`src/hw/nidsd_pkg.sv`:
```
// Package: constants and types for the node ID and status display block
package nidsd_pkg;
  // Register byte offsets
  localparam logic [7:0] REG_CONFIG = 8'h00;
  localparam logic [7:0] REG_BASE_ADDR = 8'h04;
  localparam logic [7:0] REG_DEFAULT_ADDR = 8'h08;
  localparam logic [7:0] REG_STATUS = 8'h0c;
  localparam logic [7:0] REG_HIST_SEL = 8'h10;
  localparam logic [7:0] REG_HIST_DATA = 8'h14;
  // Config register fields
  localparam int CFG_LINE2_BIT = 0;
  localparam int CFG_RATE_LSB = 4;
  // Status register fields
  localparam int ST_ADDR_LSB = 0;
  localparam int ST_ID_MODE_BIT = 8;
  localparam int ST_FAULT_BIT = 9;
  localparam int ST_ACTIVE_ERR_BIT = 10;
  localparam int ST_INIT_BIT = 11;
  localparam int ST_RATE_LSB = 12;
  localparam int ST_LINE2_BIT = 15;
  localparam int ST_WCOUNT_LSB = 16;
  localparam int ST_ECOUNT_LSB = 20;
  // Reset values
  localparam logic [7:0] BASE_ADDR_RESET = 8'h64;
  localparam logic [7:0] DEFAULT_ADDR_RESET = 8'h64;
  localparam logic LINE2_RESET = 1'b1;
  // Bit rate codes: 50, 125, 250, 500, 1000 kBaud
  typedef enum logic [2:0] {
    RATE_50K = 3'b000,
    RATE_125K = 3'b001,
    RATE_250K = 3'b010,
    RATE_500K = 3'b011,
    RATE_1000K = 3'b100
  } nidsd_rate_type;
  localparam logic [2:0] RATE_RESET = 3'h3;
  localparam logic [2:0] RATE_MAX = 3'h4;
  // ID assignment frame
  localparam logic [10:0] ID_FRAME_COBID = 11'h7f2;
  localparam logic [3:0] SWITCH_MAX = 4'h9;
  // Event history depth per type
  localparam int HIST_DEPTH = 6;
  localparam logic [15:0] MISSING_PARAM_FILE_CODE = 16'h0002;
  // Display views
  typedef enum logic [1:0] {
    VIEW_ADDR = 2'b00,
    VIEW_WARN = 2'b01,
    VIEW_ERR = 2'b10
  } nidsd_view_type;
  // Timing
  localparam int CLK_KHZ = 25000;
  localparam int DEBOUNCE_MS = 10;
  localparam int HOLD_MS = 3000;
  localparam int BLINK_HALF_MS = 250;
  localparam int DEBOUNCE_CYCLES = CLK_KHZ * DEBOUNCE_MS;
  localparam int HOLD_CYCLES = CLK_KHZ * HOLD_MS;
  localparam int BLINK_HALF_CYCLES = CLK_KHZ * BLINK_HALF_MS;
endpackage

```
`src/hw/nidsd_top.sv`:
```
// Module: node ID selection, settings registers, LEDs and status display
//
// Added by the designer: the Wishbone interface to the registers and the register addresses.
`timescale 1ns/1ps
`default_nettype none

module nidsd_top #(
  parameter int DEBOUNCE_CYC = nidsd_pkg::DEBOUNCE_CYCLES,
  parameter int HOLD_CYC = nidsd_pkg::HOLD_CYCLES,
  parameter int BLINK_CYC = nidsd_pkg::BLINK_HALF_CYCLES
) (
  // Clock and reset
  input wire logic clk_i,
  input wire logic rst_i,
  // Wishbone slave
  input wire logic wb_cyc_i,
  input wire logic wb_stb_i,
  input wire logic wb_we_i,
  input wire logic [7:0] wb_adr_i,
  input wire logic [3:0] wb_sel_i,
  input wire logic [31:0] wb_dat_i,
  output logic [31:0] wb_dat_o,
  output logic wb_ack_o,
  // Front panel pins
  input wire logic [3:0] id_switch_i,
  input wire logic button_i,
  input wire logic param_file_present_i,
  input wire logic param_load_done_i,
  // Received frames and network management
  input wire logic frame_valid_i,
  input wire logic [10:0] frame_cobid_i,
  input wire logic [47:0] frame_data_i,
  input wire logic nmt_reset_i,
  // Events
  input wire logic event_valid_i,
  input wire logic event_is_error_i,
  input wire logic event_preop_i,
  input wire logic [15:0] event_code_i,
  // Line status
  input wire logic [1:0] line_activity_i,
  input wire logic [1:0] line_error_i,
  // Bus controller settings
  output logic [7:0] node_address_o,
  output nidsd_pkg::nidsd_rate_type bus_bit_rate_o,
  output logic second_line_enable_o,
  output logic bus_comm_enable_o,
  output logic id_setting_mode_o,
  // Nonvolatile store request
  output logic store_default_o,
  output logic [7:0] store_default_addr_o,
  // Emergency and state change requests
  output logic emergency_o,
  output logic [15:0] emergency_code_o,
  output logic nmt_preop_o,
  // LEDs
  output logic run_led_green_o,
  output logic run_led_red_o,
  output logic [1:0] line_led_green_o,
  output logic [1:0] line_led_red_o,
  // Seven segment display
  output logic [15:0] seg_digits_o,
  output logic seg_blank_o,
  output logic seg_dot_warn_o,
  output logic seg_dot_err_o
);
  import nidsd_pkg::*;

  function automatic logic [11:0] to_decimal(input logic [7:0] v);
    logic [3:0] h;
    logic [3:0] t;
    logic [3:0] u;
    h = 4'(v / 8'd100);
    t = 4'((v % 8'd100) / 8'd10);
    u = 4'(v % 8'd10);
    return {h, t, u};
  endfunction

  function automatic logic [2:0] count_up(input logic [2:0] c);
    return (c == 3'(HIST_DEPTH)) ? c : c + 3'h1;
  endfunction

  // Input synchronisers
  logic [3:0] sw_meta, sw_sync;
  // Switch word taken only once two samples agree
  logic [3:0] sw_prev, sw_val;
  logic btn_meta, btn_sync;
  logic pf_meta, pf_sync;
  logic pl_meta, pl_sync;
  always_ff @(posedge clk_i) begin
    sw_meta <= id_switch_i;
    sw_sync <= sw_meta;
    sw_prev <= sw_sync;
    if (sw_sync == sw_prev) begin
      sw_val <= sw_sync;
    end
    btn_meta <= button_i;
    btn_sync <= btn_meta;
    pf_meta <= param_file_present_i;
    pf_sync <= pf_meta;
    pl_meta <= param_load_done_i;
    pl_sync <= pl_meta;
  end

  // Button debounce and hold timer
  logic btn_state;
  logic [31:0] deb_cnt;
  logic [31:0] hold_cnt;
  wire btn_differs = btn_sync != btn_state;
  wire deb_done = btn_differs && (deb_cnt == 32'(DEBOUNCE_CYC - 1));
  wire press = deb_done && !btn_state;
  wire hold_hit = btn_state && (hold_cnt == 32'(HOLD_CYC - 1));
  always_ff @(posedge clk_i) begin
    if (rst_i) begin
      btn_state <= 1'b0;
      deb_cnt <= 32'h0;
      hold_cnt <= 32'h0;
    end else begin
      deb_cnt <= (btn_differs && !deb_done) ? deb_cnt + 32'h1 : 32'h0;
      if (deb_done) begin
        btn_state <= btn_sync;
      end
      hold_cnt <= (btn_state && !hold_hit && !deb_done) ? hold_cnt + 32'h1 : 32'h0;
    end
  end

  // Common blink source
  logic [31:0] blink_cnt;
  logic blink;
  always_ff @(posedge clk_i) begin
    if (rst_i) begin
      blink_cnt <= 32'h0;
      blink <= 1'b0;
    end else if (blink_cnt == 32'(BLINK_CYC - 1)) begin
      blink_cnt <= 32'h0;
      blink <= !blink;
    end else begin
      blink_cnt <= blink_cnt + 32'h1;
    end
  end

  // Settings registers
  logic [7:0] base_node_address;
  logic [7:0] default_node_address;
  logic second_line_enable;
  logic [2:0] bus_bit_rate_setting;
  logic [3:0] hist_sel;
  logic initialising;
  logic param_fault;
  logic id_mode;
  logic [7:0] pending_addr;
  logic active_error;
  logic wb_ack;

  wire wb_req = wb_cyc_i && wb_stb_i && !wb_ack;
  wire wb_wr = wb_req && wb_we_i && wb_sel_i[0];
  wire wr_config = wb_wr && (wb_adr_i == REG_CONFIG);
  wire wr_base = wb_wr && (wb_adr_i == REG_BASE_ADDR);
  wire wr_default = wb_wr && (wb_adr_i == REG_DEFAULT_ADDR);
  wire wr_hist_sel = wb_wr && (wb_adr_i == REG_HIST_SEL);
  wire [2:0] wr_rate = wb_dat_i[CFG_RATE_LSB +: 3];
  wire restart = rst_i || nmt_reset_i;

  // Node address selection
  wire sw_zero = (sw_val == 4'h0) || (sw_val > SWITCH_MAX);
  wire [7:0] next_node_address = sw_zero ? default_node_address
    : base_node_address + {4'h0, sw_val};

  // ID assignment frame acceptance
  wire id_frame_ok = frame_valid_i && (frame_cobid_i == ID_FRAME_COBID)
    && (frame_data_i[31:0] == 32'h0);
  wire id_accept = id_frame_ok && sw_zero && (sw_val == 4'h0)
    && !id_mode && !param_fault && !initialising;
  wire id_confirm = id_mode && press && !nmt_reset_i;

  always_ff @(posedge clk_i) begin
    if (rst_i) begin
      base_node_address <= BASE_ADDR_RESET;
      default_node_address <= DEFAULT_ADDR_RESET;
      second_line_enable <= LINE2_RESET;
      bus_bit_rate_setting <= RATE_RESET;
      hist_sel <= 4'h0;
    end else begin
      if (wr_config) begin
        second_line_enable <= wb_dat_i[CFG_LINE2_BIT];
        if (wr_rate <= RATE_MAX) begin
          bus_bit_rate_setting <= wr_rate;
        end
      end
      if (wr_base) begin
        base_node_address <= wb_dat_i[7:0];
      end
      if (id_confirm) begin
        default_node_address <= pending_addr;
      end else if (wr_default) begin
        default_node_address <= wb_dat_i[7:0];
      end
      if (wr_hist_sel) begin
        hist_sel <= wb_dat_i[3:0];
      end
    end
  end

  // Operating state: init, parameter fault, ID mode, active error
  always_ff @(posedge clk_i) begin
    if (rst_i) begin
      initialising <= 1'b1;
      param_fault <= 1'b0;
      id_mode <= 1'b0;
      pending_addr <= 8'h0;
      active_error <= 1'b0;
    end else begin
      if (initialising && pl_sync) begin
        initialising <= 1'b0;
        param_fault <= !pf_sync;
      end
      if (id_accept) begin
        id_mode <= 1'b1;
        pending_addr <= frame_data_i[39:32];
      end else if (id_confirm || nmt_reset_i) begin
        id_mode <= 1'b0;
      end
      if (event_valid_i && event_is_error_i) begin
        active_error <= 1'b1;
      end else if (nmt_reset_i) begin
        active_error <= 1'b0;
      end
    end
  end

  // Event history, newest at index zero
  logic [15:0] warn_hist [HIST_DEPTH];
  logic [15:0] err_hist [HIST_DEPTH];
  logic [2:0] warn_count;
  logic [2:0] err_count;
  wire new_warn = event_valid_i && !event_is_error_i;
  wire new_err = event_valid_i && event_is_error_i;
  always_ff @(posedge clk_i) begin
    if (rst_i) begin
      warn_count <= 3'h0;
      err_count <= 3'h0;
      for (int i = 0; i < HIST_DEPTH; i++) begin
        warn_hist[i] <= 16'h0;
        err_hist[i] <= 16'h0;
      end
    end else begin
      if (new_warn) begin
        warn_count <= count_up(warn_count);
        warn_hist[0] <= event_code_i;
        for (int i = 1; i < HIST_DEPTH; i++) begin
          warn_hist[i] <= warn_hist[i - 1];
        end
      end
      if (new_err) begin
        err_count <= count_up(err_count);
        err_hist[0] <= event_code_i;
        for (int i = 1; i < HIST_DEPTH; i++) begin
          err_hist[i] <= err_hist[i - 1];
        end
      end
    end
  end

  // Display view sequencing
  nidsd_view_type view;
  logic [2:0] view_idx;
  wire [2:0] next_idx = view_idx + 3'h1;
  always_ff @(posedge clk_i) begin
    if (rst_i) begin
      view <= VIEW_ADDR;
      view_idx <= 3'h0;
    end else if (event_valid_i) begin
      view <= event_is_error_i ? VIEW_ERR : VIEW_WARN;
      view_idx <= 3'h0;
    end else if (hold_hit) begin
      view <= VIEW_ADDR;
      view_idx <= 3'h0;
    end else if (press && !id_mode) begin
      unique case (view)
        VIEW_ADDR: begin
          view <= VIEW_WARN;
          view_idx <= 3'h0;
        end
        VIEW_WARN: begin
          if (next_idx < warn_count) begin
            view_idx <= next_idx;
          end else begin
            view <= VIEW_ERR;
            view_idx <= 3'h0;
          end
        end
        VIEW_ERR: begin
          if (next_idx < err_count) begin
            view_idx <= next_idx;
          end else begin
            view <= VIEW_ADDR;
            view_idx <= 3'h0;
          end
        end
        default: begin
          view <= VIEW_ADDR;
          view_idx <= 3'h0;
        end
      endcase
    end
  end

  // Display content
  wire [15:0] warn_code = (view_idx < 3'(HIST_DEPTH)) ? warn_hist[view_idx] : 16'h0;
  wire [15:0] err_code = (view_idx < 3'(HIST_DEPTH)) ? err_hist[view_idx] : 16'h0;
  wire show_fault = param_fault;
  wire [15:0] next_digits = show_fault ? MISSING_PARAM_FILE_CODE
    : id_mode ? {4'h0, to_decimal(pending_addr)}
    : (view == VIEW_WARN) ? warn_code
    : (view == VIEW_ERR) ? err_code
    : {4'h0, to_decimal(node_address_o)};
  wire next_dot_warn = !show_fault && !id_mode && (view == VIEW_WARN);
  wire next_dot_err = show_fault || (!id_mode && (view == VIEW_ERR));
  wire next_blank = id_mode && blink;

  // Status indication
  wire next_run_red = active_error || param_fault;
  wire next_run_green = !next_run_red && (!initialising || blink);
  wire [1:0] line_on = {second_line_enable_o, 1'b1};
  wire [1:0] next_line_red = line_on & line_error_i;
  wire [1:0] next_line_green = line_on & ~line_error_i & line_activity_i
    & {2{blink}};
  wire next_comm = !id_mode && !param_fault && !initialising;

  // Register read mux
  wire [31:0] status_word = {8'h0, 1'b0, err_count, 1'b0, warn_count,
    second_line_enable_o, bus_bit_rate_o, initialising, active_error,
    param_fault, id_mode, node_address_o};
  wire [15:0] hist_word = (hist_sel < 4'(HIST_DEPTH)) ? warn_hist[hist_sel[2:0]]
    : (hist_sel < 4'(2 * HIST_DEPTH)) ? err_hist[3'(hist_sel - 4'(HIST_DEPTH))] : 16'h0;
  wire [31:0] rd_data = (wb_adr_i == REG_CONFIG) ?
      {25'h0, bus_bit_rate_setting, 3'h0, second_line_enable}
    : (wb_adr_i == REG_BASE_ADDR) ? {24'h0, base_node_address}
    : (wb_adr_i == REG_DEFAULT_ADDR) ? {24'h0, default_node_address}
    : (wb_adr_i == REG_STATUS) ? status_word
    : (wb_adr_i == REG_HIST_SEL) ? {28'h0, hist_sel}
    : (wb_adr_i == REG_HIST_DATA) ? {16'h0, hist_word}
    : 32'h0;

  // Wishbone answer
  always_ff @(posedge clk_i) begin
    if (rst_i) begin
      wb_ack <= 1'b0;
      wb_dat_o <= 32'h0;
    end else begin
      wb_ack <= wb_req;
      wb_dat_o <= wb_req ? rd_data : 32'h0;
    end
  end
  assign wb_ack_o = wb_ack;

  // Bus settings take effect at restart only
  always_ff @(posedge clk_i) begin
    if (rst_i) begin
      bus_bit_rate_o <= RATE_500K;
      second_line_enable_o <= LINE2_RESET;
    end else if (nmt_reset_i) begin
      bus_bit_rate_o <= nidsd_rate_type'(bus_bit_rate_setting);
      second_line_enable_o <= second_line_enable;
    end
  end

  // Registered outputs
  always_ff @(posedge clk_i) begin
    if (rst_i) begin
      node_address_o <= DEFAULT_ADDR_RESET;
      bus_comm_enable_o <= 1'b0;
      id_setting_mode_o <= 1'b0;
      store_default_o <= 1'b0;
      store_default_addr_o <= 8'h0;
      emergency_o <= 1'b0;
      emergency_code_o <= 16'h0;
      nmt_preop_o <= 1'b0;
      run_led_green_o <= 1'b0;
      run_led_red_o <= 1'b0;
      line_led_green_o <= 2'h0;
      line_led_red_o <= 2'h0;
      seg_digits_o <= 16'h0;
      seg_blank_o <= 1'b1;
      seg_dot_warn_o <= 1'b0;
      seg_dot_err_o <= 1'b0;
    end else begin
      node_address_o <= next_node_address;
      bus_comm_enable_o <= next_comm;
      id_setting_mode_o <= id_mode;
      store_default_o <= id_confirm;
      store_default_addr_o <= id_confirm ? pending_addr : store_default_addr_o;
      emergency_o <= event_valid_i;
      emergency_code_o <= event_valid_i ? event_code_i : emergency_code_o;
      nmt_preop_o <= event_valid_i && event_preop_i;
      run_led_green_o <= next_run_green;
      run_led_red_o <= next_run_red;
      line_led_green_o <= next_line_green;
      line_led_red_o <= next_line_red;
      seg_digits_o <= next_digits;
      seg_blank_o <= next_blank;
      seg_dot_warn_o <= next_dot_warn;
      seg_dot_err_o <= next_dot_err;
    end
  end
endmodule

`default_nettype wire

```
`config.mk`:
```
export PLATFORM = sky130hd
export DESIGN_NAME = nidsd_top
export DESIGN_NICKNAME = d
export VERILOG_FILES = /design/src/hw/nidsd_pkg.sv /design/src/hw/nidsd_top.sv
export SDC_FILE = /design/constraint.sdc
export NUM_CORES = 1
export LEC_CHECK = 0
export ABC_AREA = 1
export BUFFER_PORTS_ARGS = -buffer_cell sky130_fd_sc_hd__buf_2
export CELL_PAD_IN_SITES_DETAIL_PLACEMENT = 1
export CELL_PAD_IN_SITES_GLOBAL_PLACEMENT = 1
export CORE_MARGIN = 2
export CORE_UTILIZATION = 48
export CTS_CLUSTER_SIZE = 16
export DETAILED_ROUTE_END_ITERATION = 8
export PLACE_DENSITY_LB_ADDON = 0.08
export SLEW_MARGIN = 20
export SYNTH_ARGS = -nofsm -noshare
export SYNTH_HDL_FRONTEND = slang
export SYNTH_SLANG_ARGS = --single-unit
export TNS_END_PERCENT = 10
```
`constraint.sdc`:
```
create_clock -name clk_i -period 9.9 [get_ports clk_i]
set_input_delay 1.485 -clock clk_i [delete_from_list [all_inputs] [get_ports clk_i]]
set_output_delay 1.485 -clock clk_i [all_outputs]
set_load 0.02 [all_outputs]
```
== Yosys cells after proc, flatten, opt, wreduce, memory -nomap -nowiden ==
Memories as Yosys holds them, arrays and structs flattened. A register that Yosys moved wholly into a read port is not among the register bits.
Index checks and enable logic that the tools add are counted.
Word-level totals
  bits in writable memories: 192
  word-level logic and storage cells: 248
  memories kept: 2
  bits in registers: 266
Memory list
  err_hist: depth 6, width 16, rd ports 7, clocked after Yosys merged registers in 1, write ports 6, line nidsd_top.sv:232  | logic [15:0] err_hist [HIST_DEPTH];
  warn_hist: depth 6, width 16, rd ports 7, clocked after Yosys merged registers in 2, write ports 6, line nidsd_top.sv:231  | logic [15:0] warn_hist [HIST_DEPTH];
Cells by class
  divide/modulo/power cells: 8
  reductions and logical operators: 73
  muxes and demuxes: 57
  eq/ne operators: 17
  add/sub/neg operators: 8
  magnitude comparators: 7
  bitwise logic cells: 22
Operators by type and width (count)
  16-bit 2-to-1 mux: 20
  32-bit by 1-bit adder with 32-bit output, second input constant: 3
  8-bit 2-to-1 mux: 5
  1-bit logical AND: 34
  32-bit by 18-bit == test with 1-bit output, second input constant: 1
  32-bit by 23-bit == test with 1-bit output, second input constant: 1
  32-bit by 27-bit == test with 1-bit output, second input constant: 1
  32-bit zero test: 1
  3-bit 2-to-1 mux: 8
  23-bit 2-to-1 mux: 1
  8-bit by 4-bit divider with 8-bit output, second input constant: 2
  8-bit by 7-bit divider with 8-bit output, second input constant: 2
  8-bit by 4-bit == test with 1-bit output, second input constant: 2
  8-bit by 5-bit == test with 1-bit output, second input constant: 2
  8-bit by 4-bit remainder unit with 8-bit output, second input constant: 2
  8-bit by 7-bit remainder unit with 8-bit output, second input constant: 2
  2-bit 2-to-1 mux: 7
  1-bit zero test: 12
  1-bit 2-to-1 mux: 12
  12-bit 2-to-1 mux: 1
  1-bit OR: 12
  11-bit == test, second input constant: 1
  2-bit OR reduction: 5
  3-bit by 1-bit adder with 3-bit output, second input constant: 3
  other kinds (32): 52

== Longest topological paths before layout ==
An unclocked memory read counts as a cell.
  word-level depth: 10
  mapped depth: 25
  gate-level depth less buffers: 25

== Worst setup path after synthesis ==
OpenSTA, ideal clock, no wires.
  kind: input-to-reg
  start: input port rst_i
  end: memory err_hist[0][0], enable pin
  path buffers: 2
  setup time: 0.901 ns
  stages: 4
  data required time: 8.999 ns
  arrival: 3.736 ns
  path slack: 5.263 ns
  cells stage by stage: inv_1 -> clkbuf_1 -> clkbuf_1 -> nand2_1
RTL lines
  start, declared: line nidsd_top.sv:14  | input wire logic rst_i,
  end, declared: line nidsd_top.sv:232

== Worst setup path after layout ==
  start: register hist_sel[2]
  end: register wb_dat_o[5]
On the way
  cells in the longest elaborated chain, start to end: 10
  elaborated cells between the ends (all ways): 12
  those cells by class: add/sub (1); order compare (2); mux (8); memory (1)
Ends and longest elaborated chain
  start, declared: line nidsd_top.sv:146  | logic [3:0] hist_sel;
  start signal, assigned: line nidsd_top.sv:198  | hist_sel <= wb_dat_i[3:0];
  3-bit subtractor: line nidsd_top.sv:334  | : (hist_sel < 4'(2 * HIST_DEPTH)) ? err_hist[3'(hist_sel - 4'(HIST_DEPTH))] : 16'h0;
  memory 6 x 16 bit
  16-bit 2-to-1 mux: line nidsd_top.sv:334
  16-bit 2-to-1 mux (*): line nidsd_top.sv:333  | wire [15:0] hist_word = (hist_sel < 4'(HIST_DEPTH)) ? warn_hist[hist_sel[2:0]]
  16-bit 2-to-1 mux (*): line nidsd_top.sv:341  | : (wb_adr_i == REG_HIST_DATA) ? {16'h0, hist_word}
  16-bit 2-to-1 mux (*): line nidsd_top.sv:340  | : (wb_adr_i == REG_HIST_SEL) ? {28'h0, hist_sel}
  23-bit 2-to-1 mux (*): line nidsd_top.sv:339  | : (wb_adr_i == REG_STATUS) ? status_word
  8-bit 2-to-1 mux (*): line nidsd_top.sv:338  | : (wb_adr_i == REG_DEFAULT_ADDR) ? {24'h0, default_node_address}
  8-bit 2-to-1 mux (*): line nidsd_top.sv:337  | : (wb_adr_i == REG_BASE_ADDR) ? {24'h0, base_node_address}
  7-bit 2-to-1 mux (*): line nidsd_top.sv:335  | wire [31:0] rd_data = (wb_adr_i == REG_CONFIG) ?
  end signal, assigned: line nidsd_top.sv:351  | wb_dat_o <= wb_req ? rd_data : 32'h0;
  end, declared: line nidsd_top.sv:22  | output logic [31:0] wb_dat_o,
Mark *: on every way between the ends. The rest lies on a longest branch, timed or not.
A chain may end at the register's enable or synchronous reset.

==> summary.md <==
| Metric | Value |
|---|---|
| Power density over the cells | `about 170 nW/um^2` |
| Finish-stage setup viols | `0` |
| Tot GR Track Use | `0.2853` |
| RR Endpoint | `wb_dat_o[5]` |
| Total wire length | `71.03 mm` |
| Final #Nets | `~3.2k` |
| Setup CP Type | `flip-flop to flip-flop` |
| Ys Warns | `0` |
| Ant. Diodes | `0` |
| Most common cell after layout, fill and taps aside | `nor2_1` |
| Leak Pwr | `roughly 11 nW` |
| Post-synth EDFFs | `a little under 200` |
| I/O pin cnt | `239` |
| Worst Hold End | `pl_sync` |
| Post-CTS resize count | `0` |
| Antenna violations before repair | `2` |
| Final Cycle Share | `0.3924` |
| Maximum clock path buffer count | `3` |
| Post-Syn Area | `approximately 23000 um^2` |
| CP Max Fanout | `16` |
| Syn Area/Cell | `slightly below 8 um^2` |
| Crit end category | `flip-flop` |
| Setup Fix Bufs, Post-CTS | `0` |
| Largest net degree at the start of global routing | `98` |
| Hold Path Depth | `0` |
| RR Startpoint | `hist_sel[2]` |
| Synth async-reset ratio | `0` |
| Fin. max-slew vios | `0` |
| Die area | `between 40000 and 50000 um^2` |
| Clock Skew | `around 0.038 ns` |
| CORE AREA | `around 47000 um^2` |
| Area grow syn2layout | `13.57%` |
| Number of global-route vias before repair | `between 20k and 25k` |
| Overflow left after global routing | `0` |
| Critical-path cell list | `nand2_1 > inv_1 > nor2_1 > buf_4 > inv_1 > a221oi_1 > o21ai_0 > o221ai_1 > a21oi_1 > o21ai_0 > nand2_1 > inv_1` |
| Clock buffer count from CTS | `between 40 and 50` |
| Die H | `221.3 um` |
| Synth Flop Type | `dfxtp_1` |
| Fin Setup TNS | `0 ns` |
| H-tree depth | `2` |
| Clock Latency Late Sink | `about 0.62 ns` |
| Fin. Hold Viols | `0` |
| Hold WS | `between 0.3 and 0.4 ns` |
| Clk pin slew, worst setup/hold paths | `~0.060 ns` |
| Worst Hold Class | `flip-flop to flip-flop` |
| Tmin final | `between 3 and 4 ns` |
| Max Cap Viol | `0` |
| VDD IR max | `approximately 150 uV` |
| Cells after Synth | `2886` |
| Post-synthesis sequential area ratio | `0.4877` |
| Relative slew slack | `0.2477` |
| RSZ-0062 raised after global routing | `false` |
| Critical path's slowest cell | `inv_1` |
| Reg2Reg Depth | `12` |
| Number of fill cells | `5762` |
| #FFs+latches synth | `454` |
| Worst Path Required | `between 10 and 15 ns` |
| Routed Antenna Nets | `0` |
| Arr. time, crit path | `between 4 and 5 ns` |
| Max Freq | `257.4 MHz` |
| Chip width | `roughly 220 um` |
| Layout Cells excl Fill | `~3.7k` |
| # clock sinks | `approximately 450` |
| R2R setup slack | `between 6 and 7 ns` |
| Min-delay src | `pl_meta` |
| Placer Congestion | `just under 0.9` |
| First-pass GRT wire length | `112.9 mm` |
| CTS tree | `built` |
| Vias/cell | `about 5.6` |
| Outcome | `completed` |
| CP peak stage delay | `approximately 0.60 ns` |
| Post-CTS Hold Buffers | `0` |
| Routed length per instance | `19.32 um` |
| DRT iter0 DRCs | `between 1.5k and 2k` |
| DRC | `0` |
| Initial Util | `0.4867` |
| Placed Instances | `between 3k and 4k` |
| Port Buffers | `193` |
| First drt pass iteration count | `5` |
| CP Launch Type | `flip-flop` |
| Row Count | `between 70 and 80` |
| Slew @ Worst Pin | `roughly 1.1 ns` |
| Most frequent cells in the layout | `nor2_1, inv_1, nand2_1` |
| Critical path's most frequent cell | `inv_1` |
| Routed via count | `20.45k` |
| DP Wirelength | `49.44 mm` |
| Root Buffer | `clkbuf_16` |
| Count of unique library cells instantiated by Yosys | `62` |
| Share of cells above drive strength 1 | `0.1258` |
[per-stage QoR]
step / power [W] / setup WS (ns) / utilization / instance area (um^2)
after floorplan: 0.002320 / 5.263 / - / 22690
after global placement: 0.002427 / 5.692 / 0.5173 / 24090
after detailed placement: 0.002447 / 5.675 / 0.5173 / 24090
after CTS: 0.004335 / 6.119 / 0.5527 / 25730
after global routing: 0.004457 / 5.948 / 0.5528 / 25740
final: 0.004304 / 6.015 / 0.5528 / 25740
[metal layers]
layer	share of wire	routed length [um]	global-route usage	vias up
li1	-	-	-	9877
met1	0.43	30640	0.3738	9980
met2	0.48	34090	0.4819	471
met3	0.053	3785	0.03718	124
met4	0.035	2498	0.1067	2
met5	0.00020	14	0	-
[power by group]
part / switching [W] / internal (W)
registers: 0.0000445 / 0.00203
logic: 0.000239 / 0.0000994
clock network: 0.000793 / 0.00110
total: 0.00108 / 0.00323
[flip-flops by register name, summed over array words and instances, names as in the netlist, 16 cells and up, named ones only]
name and cells:
seg_digits_o 16, err_hist 96, blink_cnt 32, deb_cnt 32, wb_dat_o 22, hold_cnt 32
warn_hist 96, emergency_code_o 16
[cell families (layout without fill, tap and decap cells)]
| group | after synthesis | count (layout) | synth area share |
|---|---|---|---|
| AOI/OAI and AO/OA | 662 | 662 | 0.1619 |
| xor gates and xnor gates | 47 | 47 | 0.01817 |
| adders and majority gates | 23 | 23 | 0.01303 |
| buffers and inverters | 561 | 735 | 0.09519 |
| DFF | 454 | 454 | 0.4877 |
| muxes | 2 | 2 | 0.0009386 |
| other | 1 | 10 | 0.0001655 |
| and+or+nand+nor | 1136 | 1136 | 0.2229 |
[synthesized netlist by cell type (all sizes together), types with 2 or more instances]
library cell / count / area share
nor2: 454 / 0.078
inv: 424 / 0.070
nand2: 399 / 0.068
o21ai: 291 / 0.065
dfxtp: 258 / 0.23
a21oi: 244 / 0.055
edfxtp: 196 / 0.26
nand3: 109 / 0.025
clkbuf: 106 / 0.018
nor3: 54 / 0.014
xor2: 41 / 0.016
nand4: 39 / 0.011
nor4: 36 / 0.012
a211oi: 25 / 0.0083
nor3b: 23 / 0.0081
buf: 22 / 0.0059
ha: 22 / 0.012
o211ai: 19 / 0.0063
a31oi: 17 / 0.0047
a221oi: 14 / 0.0054
o22ai: 14 / 0.0039
clkinv: 9 / 0.0015
nand3b: 7 / 0.0023
or2: 7 / 0.0019
o21a: 6 / 0.0020
o21bai: 6 / 0.0020
o311ai: 6 / 0.0023
o31ai: 6 / 0.0020
xnor2: 6 / 0.0023
and3: 3 / 0.00083
o221ai: 3 / 0.0012
or4: 3 / 0.00099
a22o: 2 / 0.00077
a311oi: 2 / 0.00077
a31o: 2 / 0.00077
and2: 2 / 0.00055
[cell type report]
class                           count  area, um^2  area share
Tap cell                          607       759.5     0.02951
Timing Repair Buffer              213        1116     0.04337
Inverter                          433        1625     0.06315
Sequential cell                   454       11060      0.4297
Clock buffer                       69        1401     0.05445
Multi-Input combinational cell   1880        9528      0.3702
Clock inverter                     20       246.5    0.009578
[how the worst max path moves through the flow]
stage          cells past startpoint        start              end
2_1_floorplan                      4        rst_i   err_hist[0][0]
3_3_place_gp                       6        rst_i  warn_hist[4][8]
3_5_place_dp                       6        rst_i  warn_hist[5][8]
4_1_cts                           12  hist_sel[2]      wb_dat_o[5]
5_1_grt                           12  hist_sel[1]      wb_dat_o[5]
6_report                          12  hist_sel[2]      wb_dat_o[5]
[worst max-delay path: cells and delay by family, from the launching register on]
family	cells	cell delay [ns]
AND/OR/NAND/NOR	3	0.72
AO/OA/AOI/OAI	5	1.25
flip-flops	1	0.41
buffers and inverters	4	1.42
No activity file was read; power rests on OpenSTA's default activity.
